--- config.mk ---
export PLATFORM = sky130hd
export DESIGN_NAME = sbd_io_decode
export DESIGN_NICKNAME = d
export VERILOG_FILES = /design/src/rtl/sbd_pkg.sv /design/src/rtl/sbd_io_decode.sv
export SDC_FILE = /design/constraint.sdc
export NUM_CORES = 1
export LEC_CHECK = 0
export BUFFER_PORTS_ARGS = -buffer_cell sky130_fd_sc_hd__buf_4
export CORE_MARGIN = 2
export CORE_UTILIZATION = 47
export DETAILED_ROUTE_END_ITERATION = 12
export PLACE_DENSITY = 0.77
export SKIP_LAST_GASP = 1
export SYNTH_ARGS = -nofsm -noshare
export SYNTH_HDL_FRONTEND = slang
export SYNTH_SLANG_ARGS = --single-unit
--- constraint.sdc ---
create_clock -name ref_clk_i -period 7.8 [get_ports ref_clk_i]
set_input_delay 1.17 -clock ref_clk_i [delete_from_list [all_inputs] [get_ports ref_clk_i]]
set_output_delay 1.17 -clock ref_clk_i [all_outputs]
set_load 0.005 [all_outputs]
--- src/rtl/sbd_pkg.sv ---
package sbd_pkg;

	// host bus address and decode layout
	localparam int ADDR_W = 16;
	localparam int DEC_HI = 9;
	localparam int DEC_LO = 2;
	localparam int JMP_W = 8;
	localparam int OFS_W = 2;
	localparam logic [OFS_W-1:0] OFS_DATA = 2'h0;
	localparam logic [OFS_W-1:0] OFS_CTRL = 2'h1;

	// fitted jumper (1) demands address bit 0; factory set gives base 0x2B0
	localparam logic [JMP_W-1:0] JMP_FACTORY = 8'h53;

	// interrupt line selection: IRQ2..IRQ7 as bits 0..5
	localparam int IRQ_N = 6;

	// channels and measurement width
	localparam int CH_N = 8;
	localparam int CH_W = 3;
	localparam int MEAS_W = 16;

	// scan step time
	localparam int CLK_MHZ = 250;
	localparam int SCAN_STEP_NS = 1000;
	localparam int SCAN_STEP_CYC = (SCAN_STEP_NS * CLK_MHZ) / 1000;
	localparam logic [15:0] SCAN_LAST = 16'(SCAN_STEP_CYC - 1);

	// status register bits
	localparam int ST_ALARM = 0;
	localparam int ST_RXRDY = 1;
	localparam int ST_TXBUSY = 2;
	// control register bits
	localparam int CT_IEN_ALARM = 0;
	localparam int CT_IEN_COMM = 1;
	localparam int CT_ACK_ALARM = 2;

	typedef struct packed {
		logic [ADDR_W-1:0] addr;
		logic aen;
		logic ior_n;
		logic iow_n;
		logic [7:0] wdata;
	} sbd_bus_type;

	typedef struct packed {
		logic signed [MEAS_W-1:0] lo;
		logic signed [MEAS_W-1:0] hi;
	} sbd_limit_type;

endpackage : sbd_pkg

--- src/rtl/sbd_io_decode.sv ---
`timescale 1ns/100ps
// Contract
// claim aligned four-byte block, answer first two
// compare only low ten address bits
// jumpers one to eight set bits two-nine
// fitted jumper means zero, absent means one
// factory jumpers give base 0x2B0, irq off
// all interrupt sources share one request
// irq jumper picks IRQ2-IRQ7, none drives nothing
// scan eight channels forever, keep newest results
// per-channel limits raise alarm status flag
// offset zero is command/response data port
// offset one: status read, control write
// decode requires address enable inactive
module sbd_io_decode
	import sbd_pkg::*;
(
	// clock and reset
	input wire logic ref_clk_i,
	input wire logic rst_n_i,
	// host bus (asynchronous pins)
	input wire sbd_bus_type bus_i,
	output logic [7:0] rdata_o,
	output logic rdata_oe_o,
	// jumpers: bit set means fitted
	input wire logic [JMP_W-1:0] base_select_jumpers_i,
	input wire logic [IRQ_N-1:0] irq_jumpers_i,
	output logic [IRQ_N-1:0] irq_o,
	output logic [IRQ_N-1:0] irq_oe_o,
	// measurement engine side
	input wire logic [MEAS_W-1:0] meas_i,
	input wire logic meas_valid_i,
	output logic [CH_W-1:0] scan_ch_o,
	input wire sbd_limit_type [CH_N-1:0] limits_i,
	// command processor side
	output logic [7:0] cmd_byte_o,
	output logic cmd_valid_o,
	input wire logic [7:0] resp_byte_i,
	input wire logic resp_valid_i,
	input wire logic comm_event_i,
	output logic [MEAS_W-1:0] meas_rd_o,
	input wire logic [CH_W-1:0] meas_rd_ch_i
);

	// two-stage synchronisers for all bus pins
	sbd_bus_type bus_s1, bus_s2, next_bus_s1, next_bus_s2;
	logic [JMP_W-1:0] jb_s1, jb_s2;
	logic [IRQ_N-1:0] ji_s1, ji_s2;
	always_comb begin
		next_bus_s1 = bus_i;
		next_bus_s2 = bus_s1;
	end
	always_ff @(posedge ref_clk_i) begin
		if (!rst_n_i) begin
			bus_s1 <= '{addr: '0, aen: 1'b1, ior_n: 1'b1, iow_n: 1'b1, wdata: '0};
			bus_s2 <= '{addr: '0, aen: 1'b1, ior_n: 1'b1, iow_n: 1'b1, wdata: '0};
			jb_s1 <= JMP_FACTORY;
			jb_s2 <= JMP_FACTORY;
			ji_s1 <= '0;
			ji_s2 <= '0;
		end else begin
			bus_s1 <= next_bus_s1;
			bus_s2 <= next_bus_s2;
			jb_s1 <= base_select_jumpers_i;
			jb_s2 <= jb_s1;
			ji_s1 <= irq_jumpers_i;
			ji_s2 <= ji_s1;
		end
	end

	// address match: upper six bits ignored so images repeat each 0x400
	logic hit, sel_data, sel_ctrl;
	always_comb begin
		hit = !bus_s2.aen;
		for (int i = 0; i < JMP_W; i++) begin
			hit = hit && (bus_s2.addr[DEC_LO+i] == !jb_s2[i]); // see see
		end
		sel_data = hit && (bus_s2.addr[OFS_W-1:0] == OFS_DATA);
		sel_ctrl = hit && (bus_s2.addr[OFS_W-1:0] == OFS_CTRL);
	end

	// strobe edge detection on synchronised copies only
	logic ior_d, iow_d, next_ior_d, next_iow_d;
	logic rd_start, wr_start;
	always_comb begin
		next_ior_d = bus_s2.ior_n;
		next_iow_d = bus_s2.iow_n;
		rd_start = ior_d && !bus_s2.ior_n;
		wr_start = iow_d && !bus_s2.iow_n;
	end

	// scan sequencer and result store
	logic [15:0] step_cnt, next_step_cnt;
	logic [CH_W-1:0] scan_ch, next_scan_ch;
	logic [MEAS_W-1:0] meas_mem [CH_N];
	logic [CH_N-1:0] viol, next_viol;
	always_comb begin
		next_step_cnt = step_cnt + 16'h0001;
		next_scan_ch = scan_ch;
		if (step_cnt == SCAN_LAST) begin
			next_step_cnt = 16'h0000;
			next_scan_ch = scan_ch + 3'h1;
		end
		next_viol = viol;
		if (meas_valid_i) begin
			next_viol[scan_ch] = ($signed(meas_i) < limits_i[scan_ch].lo) ||
				($signed(meas_i) > limits_i[scan_ch].hi);
		end
	end
	always_ff @(posedge ref_clk_i) begin
		if (meas_valid_i) begin
			meas_mem[scan_ch] <= meas_i;
		end
	end

	// data port, status and control
	logic [7:0] cmd_byte, next_cmd_byte, resp, next_resp;
	logic cmd_valid, next_cmd_valid, rx_rdy, next_rx_rdy;
	logic alarm, next_alarm, ien_alarm, next_ien_alarm, ien_comm, next_ien_comm;
	logic comm_pend, next_comm_pend;
	logic [7:0] rdata, next_rdata, status;
	logic rdata_oe, next_rdata_oe;
	logic [IRQ_N-1:0] irq_oe, next_irq_oe;
	always_comb begin
		status = 8'h00;
		status[ST_ALARM] = alarm;
		status[ST_RXRDY] = rx_rdy;
		status[ST_TXBUSY] = cmd_valid;
		next_cmd_byte = cmd_byte;
		next_cmd_valid = 1'b0;
		next_resp = resp;
		next_rx_rdy = rx_rdy;
		next_ien_alarm = ien_alarm;
		next_ien_comm = ien_comm;
		next_alarm = alarm;
		next_comm_pend = comm_pend;
		next_rdata = rdata;
		next_rdata_oe = !bus_s2.ior_n && (sel_data || sel_ctrl);
		if (wr_start && sel_data) begin
			next_cmd_byte = bus_s2.wdata;
			next_cmd_valid = 1'b1;
		end
		if (wr_start && sel_ctrl) begin
			next_ien_alarm = bus_s2.wdata[CT_IEN_ALARM];
			next_ien_comm = bus_s2.wdata[CT_IEN_COMM];
			if (bus_s2.wdata[CT_ACK_ALARM]) begin
				next_alarm = 1'b0;
			end
		end
		if (rd_start && sel_data) begin
			next_rdata = resp;
			next_rx_rdy = 1'b0;
			next_comm_pend = 1'b0;
		end
		if (rd_start && sel_ctrl) begin
			next_rdata = status;
		end
		// new events win over a same-cycle clear
		if (resp_valid_i) begin
			next_resp = resp_byte_i;
			next_rx_rdy = 1'b1;
		end
		if (comm_event_i || resp_valid_i) begin
			next_comm_pend = 1'b1;
		end
		if (|viol) begin
			next_alarm = 1'b1;
		end
		// one shared request onto the single fitted line; none fitted drives none
		for (int i = 0; i < IRQ_N; i++) begin
			next_irq_oe[i] = ji_s2[i] && ($countones(ji_s2) == 1);
		end
	end
	always_ff @(posedge ref_clk_i) begin
		if (!rst_n_i) begin
			ior_d <= 1'b1;
			iow_d <= 1'b1;
			step_cnt <= 16'h0000;
			scan_ch <= 3'h0;
			viol <= '0;
			cmd_byte <= 8'h00;
			cmd_valid <= 1'b0;
			resp <= 8'h00;
			rx_rdy <= 1'b0;
			alarm <= 1'b0;
			ien_alarm <= 1'b0;
			ien_comm <= 1'b0;
			comm_pend <= 1'b0;
			rdata <= 8'h00;
			rdata_oe <= 1'b0;
			irq_oe <= '0;
		end else begin
			ior_d <= next_ior_d;
			iow_d <= next_iow_d;
			step_cnt <= next_step_cnt;
			scan_ch <= next_scan_ch;
			viol <= next_viol;
			cmd_byte <= next_cmd_byte;
			cmd_valid <= next_cmd_valid;
			resp <= next_resp;
			rx_rdy <= next_rx_rdy;
			alarm <= next_alarm;
			ien_alarm <= next_ien_alarm;
			ien_comm <= next_ien_comm;
			comm_pend <= next_comm_pend;
			rdata <= next_rdata;
			rdata_oe <= next_rdata_oe;
			irq_oe <= next_irq_oe;
		end
	end

	// request level merged from all sources
	logic irq_lvl, next_irq_lvl;
	always_comb begin
		next_irq_lvl = (alarm && ien_alarm) || (comm_pend && ien_comm);
	end
	always_ff @(posedge ref_clk_i) begin
		if (!rst_n_i) begin
			irq_lvl <= 1'b0;
		end else begin
			irq_lvl <= next_irq_lvl;
		end
	end
	logic [MEAS_W-1:0] meas_rd;
	always_ff @(posedge ref_clk_i) begin
		meas_rd <= meas_mem[meas_rd_ch_i];
	end

	assign rdata_o = rdata;
	assign rdata_oe_o = rdata_oe;
	assign irq_o = {IRQ_N{irq_lvl}};
	assign irq_oe_o = irq_oe;
	assign scan_ch_o = scan_ch;
	assign cmd_byte_o = cmd_byte;
	assign cmd_valid_o = cmd_valid;
	assign meas_rd_o = meas_rd;

endmodule : sbd_io_decode

Yosys cells after proc, flatten, opt, wreduce, memory -nomap -nowiden
Memories as Yosys holds them, arrays and structs flattened. A register that Yosys moved wholly into a read port is not among the register bits.
Index checks and enable logic that the tools add are counted.

word-level totals
  register bits = 137
  memories = 1
  logic and storage cells = 123
  output and inout port bits = 49
  memory bits (writable) = 128

memory list
  name      depth  bits a word  read ports  clocked after memory_dff  wr ports  line                 source
  meas_mem  8      16           1           1                         1         sbd_io_decode.sv:95  logic [MEAS_W-1:0] meas_mem [CH_N];

operators by class
  reduce and logical (&&, ||, !) cells = 51
  equal/unequal tests = 11
  muxes and demuxes = 16
  bitwise gates (word level) = 1
  order comparisons = 4
  add/sub/neg operators = 7

operators by type and width
  operator               number
  $bmux 32 s3            1
  $mux 32                1
  $logic_and 1x1->1      26
  $add 16x1->16 const B  1
  $eq 16x8->1 const B    1
  $gt 16x16->1           1
  $lt 16x16->1           1
  $logic_not 1->1        11
  $mux 1                 10
  $reduce_bool 2->1      5
  $bwmux 8               1
  $eq 1x1->1             8
  $reduce_or 8->1        1
  $add 1x1->2            3
  $mux 3                 2
  $add 3x2->4            1
  $eq 4x1->1 const B     1
  $logic_or 1x1->1       4
  $lt 3x4->1 const B     1
  $reduce_or 2->1        2
  $add 2x2->3            1
  $add 3x1->3 const B    1
  $demux 1 s3            1
  $ge 3x1->1 const B     1
  4 further kinds        4

Depth between registers and ports, before layout
  depth after elaboration = 14
  gate-level depth with buffers = 12
  depth with buffers taken out = 9

Worst setup path before layout
Ideal clock, no wire load.

  path kind = register -> register
  start point = reg scan_ch[0] (netlist: scan_ch_o[0])
  end point = reg viol[0]
  stages on the path, launching flop included = 12
  setup time = 0.191 ns
  period minus slack after synthesis = 3.254 ns
  arrival = 3.063 ns
  setup slack = 4.546 ns
  path through = dfxtp_1 buf_2 clkbuf_1 mux4_2 mux2i_1 ha_1 a41oi_1 o21ai_0 a211oi_1 a41o_1 o221a_2 a21oi_1

on the way
  longest elaborated chain between the ends = 5
  elaborated cells on any way between the ends = 11
  those cells by class = order compare: 4; mux: 5; reduce/logical: 2

RTL lines
  what                                                                line                                        source
  start, declared                                                     sbd_io_decode.sv:94                         logic [CH_W-1:0] scan_ch, next_scan_ch;
  start signal, assigned                                              sbd_io_decode.sv:196                        scan_ch <= next_scan_ch;
  $bmux 32 s3 (tied with other cells)                                 sbd_io_decode.sv:106, sbd_io_decode.sv:107
  $mux 32 (implied by the code) or $logic_and 1x1->1 (tied branches)  sbd_io_decode.sv:107, sbd_io_decode.sv:106
  $lt 16x16->1 (tied with other cells)                                sbd_io_decode.sv:106                        next_viol[scan_ch] = ($signed(meas_i) < limits_i[scan_ch].lo) ||
  $logic_or 1x1->1 or $demux 1 s3 (tied branches)                     sbd_io_decode.sv:106
  $bwmux 8 *                                                          sbd_io_decode.sv:106
  end signal, assigned                                                sbd_io_decode.sv:197                        viol <= next_viol;
  end, declared                                                       sbd_io_decode.sv:96                         logic [CH_N-1:0] viol, next_viol;

Mark *: on every way between the ends. The rest lies on a longest branch, timed or not. The select of a mux whose other input is x is not followed.
A chain may end at the register's enable or synchronous reset.

Worst setup path in the final report
  start point = reg scan_ch[0] (netlist: scan_ch_o[0])
  end point = reg viol[6]

The elaborated chain is that of the path after synthesis.

==> impl_metrics.ini <==
[critical_path]
reg2reg_to = viol[6]
crit_type = flip-flop to flip-flop
crit_path_end_kind = flip-flop
cp.required_ns = 8.25
r2r_cells = 10
regToRegStartpoint = scan_ch_o[0]
r2r_setup_slack_ns = 3.62
worstPathArrival_ns = 4.63
startpoint_type = flip-flop
crit_fanout = 43

[cts]
cts.clk_slew.worst_paths_ns = 0.06
holdBufCountCts = 0
cts_setup_buffers = 0
ctsLongestPathBuffers = 3
cts_resized = 0
cts_root_buffer = clkbuf_16
cts_buffers = 28
numClockSinks = 281
htree_levels = 1
clock_latency_ns = 0.54
cts_tree = done

[finish]
drive_gt1_share_pct = 45.95
areaGrowthSynthToFinish_pct = 32.68
layout_commonest_cell = buf_4
final_cell_mix = buf_4, dfxtp_1, edfxtp_1
nNetsFinal = 1555

[routing]
vias = 8366
drc = 0
viasPerCell = 5.397
drtIter0Drc = 463
finalWirelength_mm = 33.25
dr.pass1.iters = 5
wl_per_cell_um = 21.45
ant_nets = 0

[timing]
hold_viol = 0
worstMarginPinSlew_ns = 1.244
skew_ns = 0.006323
setup_viol = 0
rsz0062_at_grt = false
finalMaxSlewViolations = 0
period_needed_ns = 4.184
clock.fmax_ghz = 0.2390
whs_ns = 0.4061
fin_setup_tns_ns = 0
period_share_pct = 53.65
relSlewSlack_pct = 16.98

[synth]
netlist_area_um2 = 12300
synth_edf_count = 128
yosysUniqueCellTypes = 52
ys_seq_elements = 281
yosysWarnings = 0
synth_nets = 1204
async_reset_ff_share_pct = 0
synthCells = 837
synth_ff_type = dfxtp_1
syn_area_per_cell_um2 = 14.70
yosysTopAreaCell = edfxtp_1
yosys.area.top_type_share_pct = 31.24
synth_area_leaders = edfxtp_1, dfxtp_1, mux4_2, mux2i_1, ha_1
yosysSeqAreaShare_pct = 56.14

[floorplan]
io_pins = 378
die-area_um2 = 27490
die_height_um = 165.8
fp.dieW_um = 165.8
rows = 59
core_area_um2 = 25910
start_util_pct = 47.48

[job]
maxCapViolations = 0

[power_and_ir_drop]
power.density_nw_per_um2 = 200.8
power_mw = 3.278
irDropWorstVdd_mv = 0.2110
leakagePower_nw = 6.326

[placement]
hpwl_mm = 24.70
gp_congestion = 0.8645
io_buffers = 371

[global_route]
antenna_found_initial = 6
grt-ovfl-total = 0
grt_pass1_vias = 8710
grt_pass1_wl_mm = 50.15
grt_usage_pct = 23.91
grt_max_degree = 85

[outcome]
status = finished, final reports clean

[worst_hold_path]
hold_end = next_ior_d
holdPathStages = 1
hold_path_startpoint = bus_s1[9]
hold_path.class = flip-flop to flip-flop
[cells by family after synthesis]
family	Yosys count	share of synthesized area [%]
adder cells (fa/ha/maj)	38	4.048
XOR/XNOR	24	1.709
AND/OR/NAND/NOR	202	8.980
multiplexers	166	23.44
AO/OA/AOI/OAI	58	3.244
buffers and inverters	68	2.441
flip-flops	281	56.14
[worst max-delay path, stage by stage, from the launching register on]
cell	delay, ns
dfxtp_4	0.71
buf_4	0.74
mux4_2	0.63
mux2i_1	0.39
ha_1	0.21
nand4_1	0.14
o21bai_1	0.18
a41o_1	0.25
a41o_1	0.23
o221a_2	0.32
a211oi_2	0.23
[area by class of cell]
class	count	area (um^2)
clock inverter	16	158.9
tap	335	419.2
clock buffer	36	823.3
fill	1941	9588
antenna	5	12.51
timing repair buffer	373	2800
inverter	16	60.06
multi-input combinational	488	5134
sequential	281	6915
[cell usage after synthesis (all sizes together) (3+ instances only)]
cell and n:
nor4 8, nand2b 25, dfxtp 153, nor2 56, o21a 3, nand4 4, mux2 17, clkbuf 27
mux2i 53, a21oi 18, xor2 8, xnor2 16, nor3 10, fa 3, buf 25, and2 60
and3 4, ha 35, a211oi 6, o21ai 11, inv 16, edfxtp 128, mux4 96, nand3 19
nand2 10
[where the power goes]
| part | internal (mW) | switching (mW) | total (mW) |
|---|---|---|---|
| clock | 0.816 | 0.561 | 1.38 |
| combinational | 0.194 | 0.121 | 0.315 |
| sequential | 1.57 | 0.0121 | 1.59 |
[registers in the layout, indices dropped and copies added, names as in the netlist, 3 cells and up]
name,count
viol,8
ji_s1,6
irq_oe_o,6
ji_s2,6
jb_s2,8
bus_s1,21
resp,8
jb_s1,8
scan_ch_o,3
meas_mem,128
cmd_byte_o,8
bus_s2,19
step_cnt,16
meas_rd_o,16
rdata_o,8
[metrics by stage]
stage / std cells / utilization (%) / worst slack (ns) / instance area, um^2
finish: 1550 / 63.00 / 3.616 / 16320
floorplan: 837 / - / 4.546 / 12300
detailed placement: 1493 / 59.16 / 3.564 / 15330
global placement: 1493 / 59.16 / 3.630 / 15330
global route: 1550 / 63.00 / 3.307 / 16320
CTS: 1545 / 62.95 / 3.541 / 16310
[metal layers]
metal	up-vias	share of wire (%)	GRT usage, %
met5	-	0.036	0
met4	2	2.6	8.166
met3	48	6.2	4.314
met2	323	52	42.31
met1	4121	39	29.66
li1	3872	-	-
[how the worst max path moves through the flow]
stage,cells after the start,endpoint,start,slack [ns]
2_1_floorplan,11,viol[0],scan_ch_o[0],4.55
3_3_place_gp,10,viol[6],scan_ch_o[0],3.63
3_5_place_dp,10,viol[7],scan_ch_o[0],3.56
4_1_cts,10,viol[7],scan_ch_o[0],3.54
5_1_grt,10,viol[7],scan_ch_o[0],3.31
6_report,10,viol[6],scan_ch_o[0],3.62
Power figures use the tool's default switching activity.
